`src/include/aux_seq_pkg.sv`:
```
// constants and types for the auxiliary output sequencer and its config register
// assumes a 250 MHz core clock and an 8-bit register port fed by the serial interface
package aux_seq_pkg;

   typedef logic [7:0] reg_addr_t;
   typedef logic [7:0] reg_data_t;
   typedef logic [3:0] delay_code_t;
   typedef logic [4:0] delay_steps_t;

   // clock and delay step
   localparam int unsigned CLK_PERIOD_NS  = 4;
   localparam int unsigned STEP_TIME_NS   = 500000;
   localparam int unsigned STEP_CYCLES    = STEP_TIME_NS / CLK_PERIOD_NS;

   // register offsets
   localparam reg_addr_t ADDR_AUX_A_DELAY = 8'h10;
   localparam reg_addr_t ADDR_AUX_B_DELAY = 8'h11;
   localparam reg_addr_t ADDR_AUX_CTRL    = 8'h12;
   localparam reg_addr_t ADDR_DEV_CONFIG  = 8'h13;

   // reset values
   localparam reg_data_t RST_AUX_A_DELAY  = 8'h07;
   localparam reg_data_t RST_AUX_B_DELAY  = 8'h22;
   localparam reg_data_t RST_AUX_CTRL     = 8'h77;
   localparam reg_data_t RST_DEV_CONFIG   = 8'h06;
   localparam reg_data_t CTRL_WRITE_MASK  = 8'h77;

   // delay register fields: fall code high nibble, rise code low nibble
   localparam int FALL_LSB = 4;
   localparam int RISE_LSB = 0;

   // aux_output_control fields
   localparam int CTRL_B_DRIVE_TYPE = 6;
   localparam int CTRL_B_PIN_GATING = 5;
   localparam int CTRL_B_LEVEL      = 4;
   localparam int CTRL_A_DRIVE_TYPE = 2;
   localparam int CTRL_A_PIN_GATING = 1;
   localparam int CTRL_A_LEVEL      = 0;

   // device_config fields
   localparam int CFG_RISE_RANGE    = 6;
   localparam int CFG_FALL_RANGE    = 5;
   localparam int CFG_PIN_FUNCTION  = 4;
   localparam int CFG_SHARED_PD     = 3;
   localparam int CFG_ENABLE_PD     = 2;
   localparam int CFG_THERMAL_LEVEL = 1;
   localparam int CFG_SPREAD_EN     = 0;

   // half-ms steps for a code; long range doubles each step to 1 ms
   function automatic delay_steps_t code_steps(input delay_code_t code, input logic long_range);
      code_steps = long_range ? {code, 1'b0} : {1'b0, code};
   endfunction

endpackage

```
`src/rtl/aux_output_sequencer_config.sv`:
```
// auxiliary output sequencer with its delay, control and config registers
// assumes enable_pin and shared_pin_in are asynchronous pins; register port is
// driven by the serial interface logic on clk, one access per strobe
//
// Notes on behaviour
// - output a goes low its fall code times step after enable falls; zero immediate
// - output a goes high its rise code times step after enable rises; code resets 7
// - output b goes low its fall code times step after enable falls; code resets 2
// - output b goes high its rise code times step after enable rises; code resets 2
// - rise range bit picks 0.5 ms or 1 ms steps for all rise codes
// - fall range bit picks 0.5 ms or 1 ms steps for all fall codes
// - output a follows its level bit, or level and sequenced enable when gated
// - output b follows its level bit, or level and sequenced enable when gated
// - output a level bit: zero low, one high; resets to one
// - output b level bit: zero low, one high; only while shared pin is output
// - output a drive type: zero push-pull, one open-drain releasing for high
// - output b drive type: zero push-pull, one open-drain, while pin is output
// - pin function bit: zero output b, one external clock input; resets zero
// - shared pin pull-down bit enables pull-down in either pin function
// - enable pin pull-down bit enables its pull-down; resets to one
// - thermal warning bit selects 125 or 137 degree threshold; resets to one
// - spread clock bit turns spread spectrum off or on; resets to zero
module aux_output_sequencer_config #(
   parameter int unsigned STEP_CYCLES = aux_seq_pkg::STEP_CYCLES
) (
   input  wire logic                   clk,
   input  wire logic                   reset,
   input  wire logic                   enable_pin,
   input  wire aux_seq_pkg::reg_addr_t reg_addr,
   input  wire logic                   reg_wr,
   input  wire aux_seq_pkg::reg_data_t reg_wdata,
   input  wire logic                   reg_rd,
   output aux_seq_pkg::reg_data_t      reg_rdata_r,
   output logic                        aux_a_out_r,
   output logic                        aux_a_oe_n_r,
   input  wire logic                   shared_pin_in,
   output logic                        aux_b_out_r,
   output logic                        aux_b_oe_n_r,
   output logic                        ext_clock_input_r,
   output logic                        shared_pin_pulldown_r,
   output logic                        enable_pin_pulldown_r,
   output logic                        thermal_warning_threshold_r,
   output logic                        spread_clock_enable_r
);
   import aux_seq_pkg::*;

   localparam int STEP_W = $clog2(STEP_CYCLES + 1);

   reg_data_t   aux_a_delay_r;
   reg_data_t   aux_b_delay_r;
   reg_data_t   aux_ctrl_r;
   reg_data_t   dev_config_r;
   logic        en_meta_r;
   logic        en_sync_r;
   logic        en_prev_r;
   logic        clk_meta_r;
   logic        clk_sync_r;
   logic        en_rise_p;
   logic        en_fall_p;
   logic [STEP_W-1:0] tick_cnt_r;
   logic        tick;
   logic        seq_a_r;
   logic        seq_b_r;
   logic        a_value;
   logic        b_value;
   logic        rise_long;
   logic        fall_long;

   assign rise_long = dev_config_r[CFG_RISE_RANGE];
   assign fall_long = dev_config_r[CFG_FALL_RANGE];

   // register writes; reserved control bits stay zero
   always_ff @(posedge clk or posedge reset) begin
      if (reset) begin
         aux_a_delay_r <= RST_AUX_A_DELAY;
         aux_b_delay_r <= RST_AUX_B_DELAY;
         aux_ctrl_r    <= RST_AUX_CTRL;
         dev_config_r  <= RST_DEV_CONFIG;
      end else if (reg_wr) begin
         case (reg_addr)
            ADDR_AUX_A_DELAY: aux_a_delay_r <= reg_wdata;
            ADDR_AUX_B_DELAY: aux_b_delay_r <= reg_wdata;
            ADDR_AUX_CTRL:    aux_ctrl_r    <= reg_wdata & CTRL_WRITE_MASK;
            ADDR_DEV_CONFIG:  dev_config_r  <= reg_wdata;
            default: begin
            end
         endcase
      end
   end

   // read data held until the next read strobe; unmapped reads give zero
   always_ff @(posedge clk or posedge reset) begin
      if (reset) begin
         reg_rdata_r <= 8'h00;
      end else if (reg_rd) begin
         case (reg_addr)
            ADDR_AUX_A_DELAY: reg_rdata_r <= aux_a_delay_r;
            ADDR_AUX_B_DELAY: reg_rdata_r <= aux_b_delay_r;
            ADDR_AUX_CTRL:    reg_rdata_r <= aux_ctrl_r;
            ADDR_DEV_CONFIG:  reg_rdata_r <= dev_config_r;
            default:          reg_rdata_r <= 8'h00;
         endcase
      end
   end

   // enable pin synchroniser and edge detect
   always_ff @(posedge clk or posedge reset) begin
      if (reset) begin
         en_meta_r <= 1'b0;
         en_sync_r <= 1'b0;
         en_prev_r <= 1'b0;
      end else begin
         en_meta_r <= enable_pin;
         en_sync_r <= en_meta_r;
         en_prev_r <= en_sync_r;
      end
   end

   assign en_rise_p = en_sync_r & ~en_prev_r;
   assign en_fall_p = ~en_sync_r & en_prev_r;

   // shared pin seen as clock input; only a level copy here, the pll lives elsewhere
   always_ff @(posedge clk or posedge reset) begin
      if (reset) begin
         clk_meta_r        <= 1'b0;
         clk_sync_r        <= 1'b0;
         ext_clock_input_r <= 1'b0;
      end else begin
         clk_meta_r        <= shared_pin_in;
         clk_sync_r        <= clk_meta_r;
         ext_clock_input_r <= clk_sync_r & dev_config_r[CFG_PIN_FUNCTION];
      end
   end

   // step tick restarted at every edge so the first step is a full one
   always_ff @(posedge clk or posedge reset) begin
      if (reset) begin
         tick_cnt_r <= '0;
      end else if (en_rise_p || en_fall_p || tick) begin
         tick_cnt_r <= '0;
      end else begin
         tick_cnt_r <= tick_cnt_r + STEP_W'(1);
      end
   end

   assign tick = (tick_cnt_r == STEP_W'(STEP_CYCLES - 1));

   // range bits scale every code of both channels
   aux_delay_channel u_chan_a (
      .clk       (clk),
      .reset     (reset),
      .tick      (tick),
      .rise_p    (en_rise_p),
      .fall_p    (en_fall_p),
      .rise_code (aux_a_delay_r[RISE_LSB+:4]),
      .fall_code (aux_a_delay_r[FALL_LSB+:4]),
      .rise_long (rise_long),
      .fall_long (fall_long),
      .active_r  (seq_a_r)
   );

   aux_delay_channel u_chan_b (
      .clk       (clk),
      .reset     (reset),
      .tick      (tick),
      .rise_p    (en_rise_p),
      .fall_p    (en_fall_p),
      .rise_code (aux_b_delay_r[RISE_LSB+:4]),
      .fall_code (aux_b_delay_r[FALL_LSB+:4]),
      .rise_long (rise_long),
      .fall_long (fall_long),
      .active_r  (seq_b_r)
   );

   // gating ands the level bit with the sequenced enable
   assign a_value = aux_ctrl_r[CTRL_A_LEVEL]
                    & (~aux_ctrl_r[CTRL_A_PIN_GATING] | seq_a_r);
   assign b_value = aux_ctrl_r[CTRL_B_LEVEL]
                    & (~aux_ctrl_r[CTRL_B_PIN_GATING] | seq_b_r);

   // open-drain only pulls low; high releases the pin
   always_ff @(posedge clk or posedge reset) begin
      if (reset) begin
         aux_a_out_r  <= 1'b0;
         aux_a_oe_n_r <= 1'b1;
      end else if (aux_ctrl_r[CTRL_A_DRIVE_TYPE]) begin
         aux_a_out_r  <= 1'b0;
         aux_a_oe_n_r <= a_value;
      end else begin
         aux_a_out_r  <= a_value;
         aux_a_oe_n_r <= 1'b0;
      end
   end

   // clock-input function releases the pin whatever the drive bits say
   always_ff @(posedge clk or posedge reset) begin
      if (reset) begin
         aux_b_out_r  <= 1'b0;
         aux_b_oe_n_r <= 1'b1;
      end else if (dev_config_r[CFG_PIN_FUNCTION]) begin
         aux_b_out_r  <= 1'b0;
         aux_b_oe_n_r <= 1'b1;
      end else if (aux_ctrl_r[CTRL_B_DRIVE_TYPE]) begin
         aux_b_out_r  <= 1'b0;
         aux_b_oe_n_r <= b_value;
      end else begin
         aux_b_out_r  <= b_value;
         aux_b_oe_n_r <= 1'b0;
      end
   end

   // static controls for the analog side
   always_ff @(posedge clk or posedge reset) begin
      if (reset) begin
         shared_pin_pulldown_r       <= RST_DEV_CONFIG[CFG_SHARED_PD];
         enable_pin_pulldown_r       <= RST_DEV_CONFIG[CFG_ENABLE_PD];
         thermal_warning_threshold_r <= RST_DEV_CONFIG[CFG_THERMAL_LEVEL];
         spread_clock_enable_r       <= RST_DEV_CONFIG[CFG_SPREAD_EN];
      end else begin
         shared_pin_pulldown_r       <= dev_config_r[CFG_SHARED_PD];
         enable_pin_pulldown_r       <= dev_config_r[CFG_ENABLE_PD];
         thermal_warning_threshold_r <= dev_config_r[CFG_THERMAL_LEVEL];
         spread_clock_enable_r       <= dev_config_r[CFG_SPREAD_EN];
      end
   end

   // checking helpers: cycles since last edge and the delay each channel owes
   int unsigned since_edge;
   int unsigned exp_a;
   int unsigned exp_b;
   logic        prev_a;
   logic        prev_b;

   always_ff @(posedge clk or posedge reset) begin
      if (reset) begin
         since_edge <= 0;
         exp_a      <= 0;
         exp_b      <= 0;
         prev_a     <= 1'b0;
         prev_b     <= 1'b0;
      end else begin
         prev_a <= seq_a_r;
         prev_b <= seq_b_r;
         if (en_rise_p || en_fall_p) begin
            since_edge <= 0;
            exp_a <= STEP_CYCLES * (en_rise_p
                     ? code_steps(aux_a_delay_r[RISE_LSB+:4], rise_long)
                     : code_steps(aux_a_delay_r[FALL_LSB+:4], fall_long));
            exp_b <= STEP_CYCLES * (en_rise_p
                     ? code_steps(aux_b_delay_r[RISE_LSB+:4], rise_long)
                     : code_steps(aux_b_delay_r[FALL_LSB+:4], fall_long));
         end else begin
            since_edge <= since_edge + 1;
         end
      end
   end
endmodule

```
`src/rtl/aux_delay_channel.sv`:
```
// one sequenced enable: delays each enable edge by a coded number of steps
// assumes edge pulses and tick come from the same clock, tick restarted at each edge
module aux_delay_channel (
   input  wire logic                      clk,
   input  wire logic                      reset,
   input  wire logic                      tick,
   input  wire logic                      rise_p,
   input  wire logic                      fall_p,
   input  wire aux_seq_pkg::delay_code_t  rise_code,
   input  wire aux_seq_pkg::delay_code_t  fall_code,
   input  wire logic                      rise_long,
   input  wire logic                      fall_long,
   output logic                           active_r
);
   import aux_seq_pkg::*;

   delay_steps_t remain_r;
   logic         target_r;
   logic         pending_r;
   delay_steps_t load_steps;

   always_comb begin
      load_steps = rise_p ? code_steps(rise_code, rise_long)
                          : code_steps(fall_code, fall_long);
   end

   // a new edge overwrites whatever was pending
   always_ff @(posedge clk or posedge reset) begin
      if (reset) begin
         remain_r  <= 5'h00;
         target_r  <= 1'b0;
         pending_r <= 1'b0;
      end else if (rise_p || fall_p) begin
         remain_r  <= load_steps;
         target_r  <= rise_p;
         pending_r <= (load_steps != 5'h00);
      end else if (pending_r && tick) begin
         remain_r  <= remain_r - 5'h01;
         pending_r <= (remain_r != 5'h01);
      end
   end

   // code zero switches on the cycle after the edge
   always_ff @(posedge clk or posedge reset) begin
      if (reset) begin
         active_r <= 1'b0;
      end else if (rise_p || fall_p) begin
         if (load_steps == 5'h00) begin
            active_r <= rise_p;
         end
      end else if (pending_r && tick && remain_r == 5'h01) begin
         active_r <= target_r;
      end
   end

endmodule

```
`config.mk`:
```
export PLATFORM = sky130hd
export DESIGN_NAME = aux_output_sequencer_config
export DESIGN_NICKNAME = d
export VERILOG_FILES = /design/src/include/aux_seq_pkg.sv /design/src/rtl/aux_output_sequencer_config.sv /design/src/rtl/aux_delay_channel.sv
export SDC_FILE = /design/constraint.sdc
export NUM_CORES = 1
export LEC_CHECK = 0
export ABC_AREA = 1
export CAP_MARGIN = 10
export CORE_ASPECT_RATIO = 1.5
export CORE_UTILIZATION = 50
export DETAILED_ROUTE_END_ITERATION = 8
export DONT_BUFFER_PORTS = 1
export SYNTH_ARGS = -nofsm -noshare
export SYNTH_HDL_FRONTEND = slang
export SYNTH_SLANG_ARGS = --single-unit
```
`constraint.sdc`:
```
create_clock -name clk -period 3.5 [get_ports clk]
set_input_delay 0.35 -clock clk [delete_from_list [all_inputs] [get_ports clk]]
set_output_delay 0.35 -clock clk [all_outputs]
set_load 0.005 [all_outputs]
```
==> impl_metrics.tcl <==
set metrics [dict create \
    status "complete, no violations" \
    grt_overflow 0 \
    slew_violations 0 \
    syn_to_final_growth_pct 9.542 \
    clk_pin_slew_ns 0.06 \
    rsz0062_at_grt "no" \
    start_kind "flip-flop" \
    dp_hpwl_mm 6.833 \
    drive_gt1_frac 0.1109 \
    grt_max_degree 85 \
    cts_root_buffer "clkbuf_16" \
    synth_area_leaders "dfrtp_1, nand2_1, dfstp_2, nand3_1, inv_1" \
    cts.path.max_buffers 2 \
    wl_per_cell_um 14.63 \
    fillCellCount 777 \
    vias 3376 \
    num_rows 41 \
    grt_pass1_wl_mm 15.75 \
    synth_flop_cell "dfrtp_1" \
    async_flop_share 1.000 \
    ant_nets 0 \
    arrival_ns 2.34 \
    grtUsageTotal 0.2322 \
    fin_setup_tns_ns 0 \
    finalCritPeriodShare 0.6054 \
    max_cap_violations 0 \
    clock_sinks 84 \
    cts_tree "built" \
    cp-end-kind "flip-flop" \
    start_util 0.5128 \
    yosysUniqueCellTypes 32 \
    final_cells 639 \
    period_needed_ns 2.119 \
    post-cts-setup-buffers 0 \
    clock_latency_ns 0.34 \
    nNetsFinal 555 \
    synth_common_cells "nand2_1, dfrtp_1, inv_1, nand3_1" \
    whs_ns 0.03209 \
    drt_wl_total_mm 9.348 \
    htree_levels 3 \
    hold_path_class "input port to flip-flop" \
    synth_area_sq_um 4288 \
    dp_cells 622 \
    antenna_found_initial 0 \
    die_w_um 77.61 \
    fin_skew_ns 0.01003 \
    via_per_inst 5.283 \
    multi_input_area_sq_um 1866 \
    setup_viol 0 \
    drcViolationCount 0 \
    leakage_uw 0.002189 \
    n_antenna_cell 0 \
    syn_nets 554 \
    power.density_nw_per_um2 505.8 \
    synthMostInstantiatedCell "nand2_1" \
    die_y_um 115.4 \
    synth_top_area_cell "dfrtp_1" \
    first_pass_iters 4 \
    die-area_sq_um 8957 \
    io_buffers 0 \
    max_freq_mhz 472.0 \
    critPathKind "flip-flop to flip-flop" \
    gp_congestion 0.8751 \
    syn_inst 526 \
    yosysSeqAreaShare 0.4952 \
    path_max_fanout 18 \
    required_ns 3.72 \
    cts_made_buffers 9 \
    synth_top_cell_area_share 0.3910 \
    worst_pin_slew_ns 0.6184 \
    syn_area_per_cell_sq_um 8.152 \
    synth_edf_count 0 \
    synth-seq-cells 84 \
    first_iter_violations 203 \
    slew_headroom 0.5846 \
    ir_worst_vdd_v 0.0004328 \
    core_sq_um 8362 \
    grt_pass1_vias 3294 \
    finalHoldViolCount 0 \
    num_io_pins 39 \
    regArea_sq_um 2123 \
    ys_warn_count 0 \
]
-- report_power, final --
| part | total (uW) | internal [uW] | switching, uW |
|---|---|---|---|
| sequential | 1110 | 1050 | 58.1 |
| clock | 986 | 622 | 364 |
| combinational | 281 | 98.2 | 182 |
| total | 2380 | 1770 | 605 |
-- final cells by class --
| type | count | share of cell area |
|---|---|---|
| flip-flops and latches | 84 | 0.4521 |
| multi-input cells | 369 | 0.3972 |
| clock buffers | 11 | 0.04955 |
| inverters | 60 | 0.04822 |
| well taps | 107 | 0.02850 |
| clock inverters | 5 | 0.01652 |
| repair buffers | 3 | 0.007991 |
-- kinds of logic after synthesis --
family                     share of synthesized area
AOI/OAI and AO/OA                             0.1135
xor gates and xnor gates                     0.02247
buffers and inverters                        0.06974
DFF                                           0.4952
and+or+nand+nor                               0.2816
adders and majority gates                    0.01751
-- metrics by stage --
stage	util	setup slack (ns)	power [uW]	instance area, sq um
CTS	0.5617	1.384	2407	4697
global route	0.5617	1.205	2492	4697
global placement	0.5234	1.470	1402	4377
detailed placement	0.5234	1.399	1407	4377
finish	0.5617	1.381	2376	4697
floorplan	-	1.013	1332	4288
-- path summary, 6_finish.rpt --
path                                     end           from  cells after the start  slack, ns
hold / removal                    clk_meta_r  shared_pin_in                      0       0.03
min in group asynchronous        aux_a_out_r          reset                      3       0.53
max in group asynchronous       aux_a_oe_n_r          reset                      3       2.58
hold reg to reg                   clk_sync_r     clk_meta_r                      0       0.36
setup reg to reg           u_chan_a.active_r      en_sync_r                     10       1.38
setup / recovery           u_chan_a.active_r      en_sync_r                     10       1.38
-- critical path: stages (launching register included) --
cell	delay, ns
dfrtp_1	0.38
ha_1	0.64
inv_1	0.34
nand3_1	0.17
nand2_1	0.08
nand2_1	0.07
nor2_1	0.04
nand2_1	0.10
o21ai_0	0.09
nand2_1	0.06
nand2_1	0.05
-- routing by layer --
layer | up-vias | share of wire | global-route usage
met4 | 0 | 0.021 | 0.1094
met1 | 1623 | 0.41 | 0.2680
met3 | 11 | 0.023 | 0.04409
met2 | 45 | 0.55 | 0.4142
met5 | - | 0 | 0
li1 | 1697 | - | -
-- placed cells by master (no fill, tap or decap), types with 2 or more instances in the layout --
cell type  count
nor3_1        11
nand2_1      153
nand3_1       47
dfstp_2       17
nor3_4         3
o21a_1         7
o21bai_1       2
clkbuf_16      9
a21oi_1        3
nor2_1        43
o21ai_2       14
bufinv_16      2
o211ai_1       7
inv_1         58
clkbuf_1       2
xor2_1         9
nor3b_1        3
o21ai_0       43
clkinv_2       3
dfrtp_1       67
xnor2_1        2
nand2_2        3
nand4_1        6
ha_1           6
-- state kept, by name, summed over array words and instances (netlist names), 5 cells and up --
| register | count |
|---|---|
| aux_ctrl_r | 6 |
| aux_b_delay_r | 8 |
| aux_a_delay_r | 8 |
| u_chan_b.remain_r | 5 |
| reg_rdata_r | 8 |
| dev_config_r | 8 |
| tick_cnt_r | 17 |
| u_chan_a.remain_r | 5 |
-- repair_timing --
| item | in CTS | in global routing |
|---|---|---|
| gates resized for setup | 0 | 0 |
| endpoints found under the hold margin | 11 | 0 |
| hold buffers | 1 | 0 |
Power figures use the tool's default switching activity.
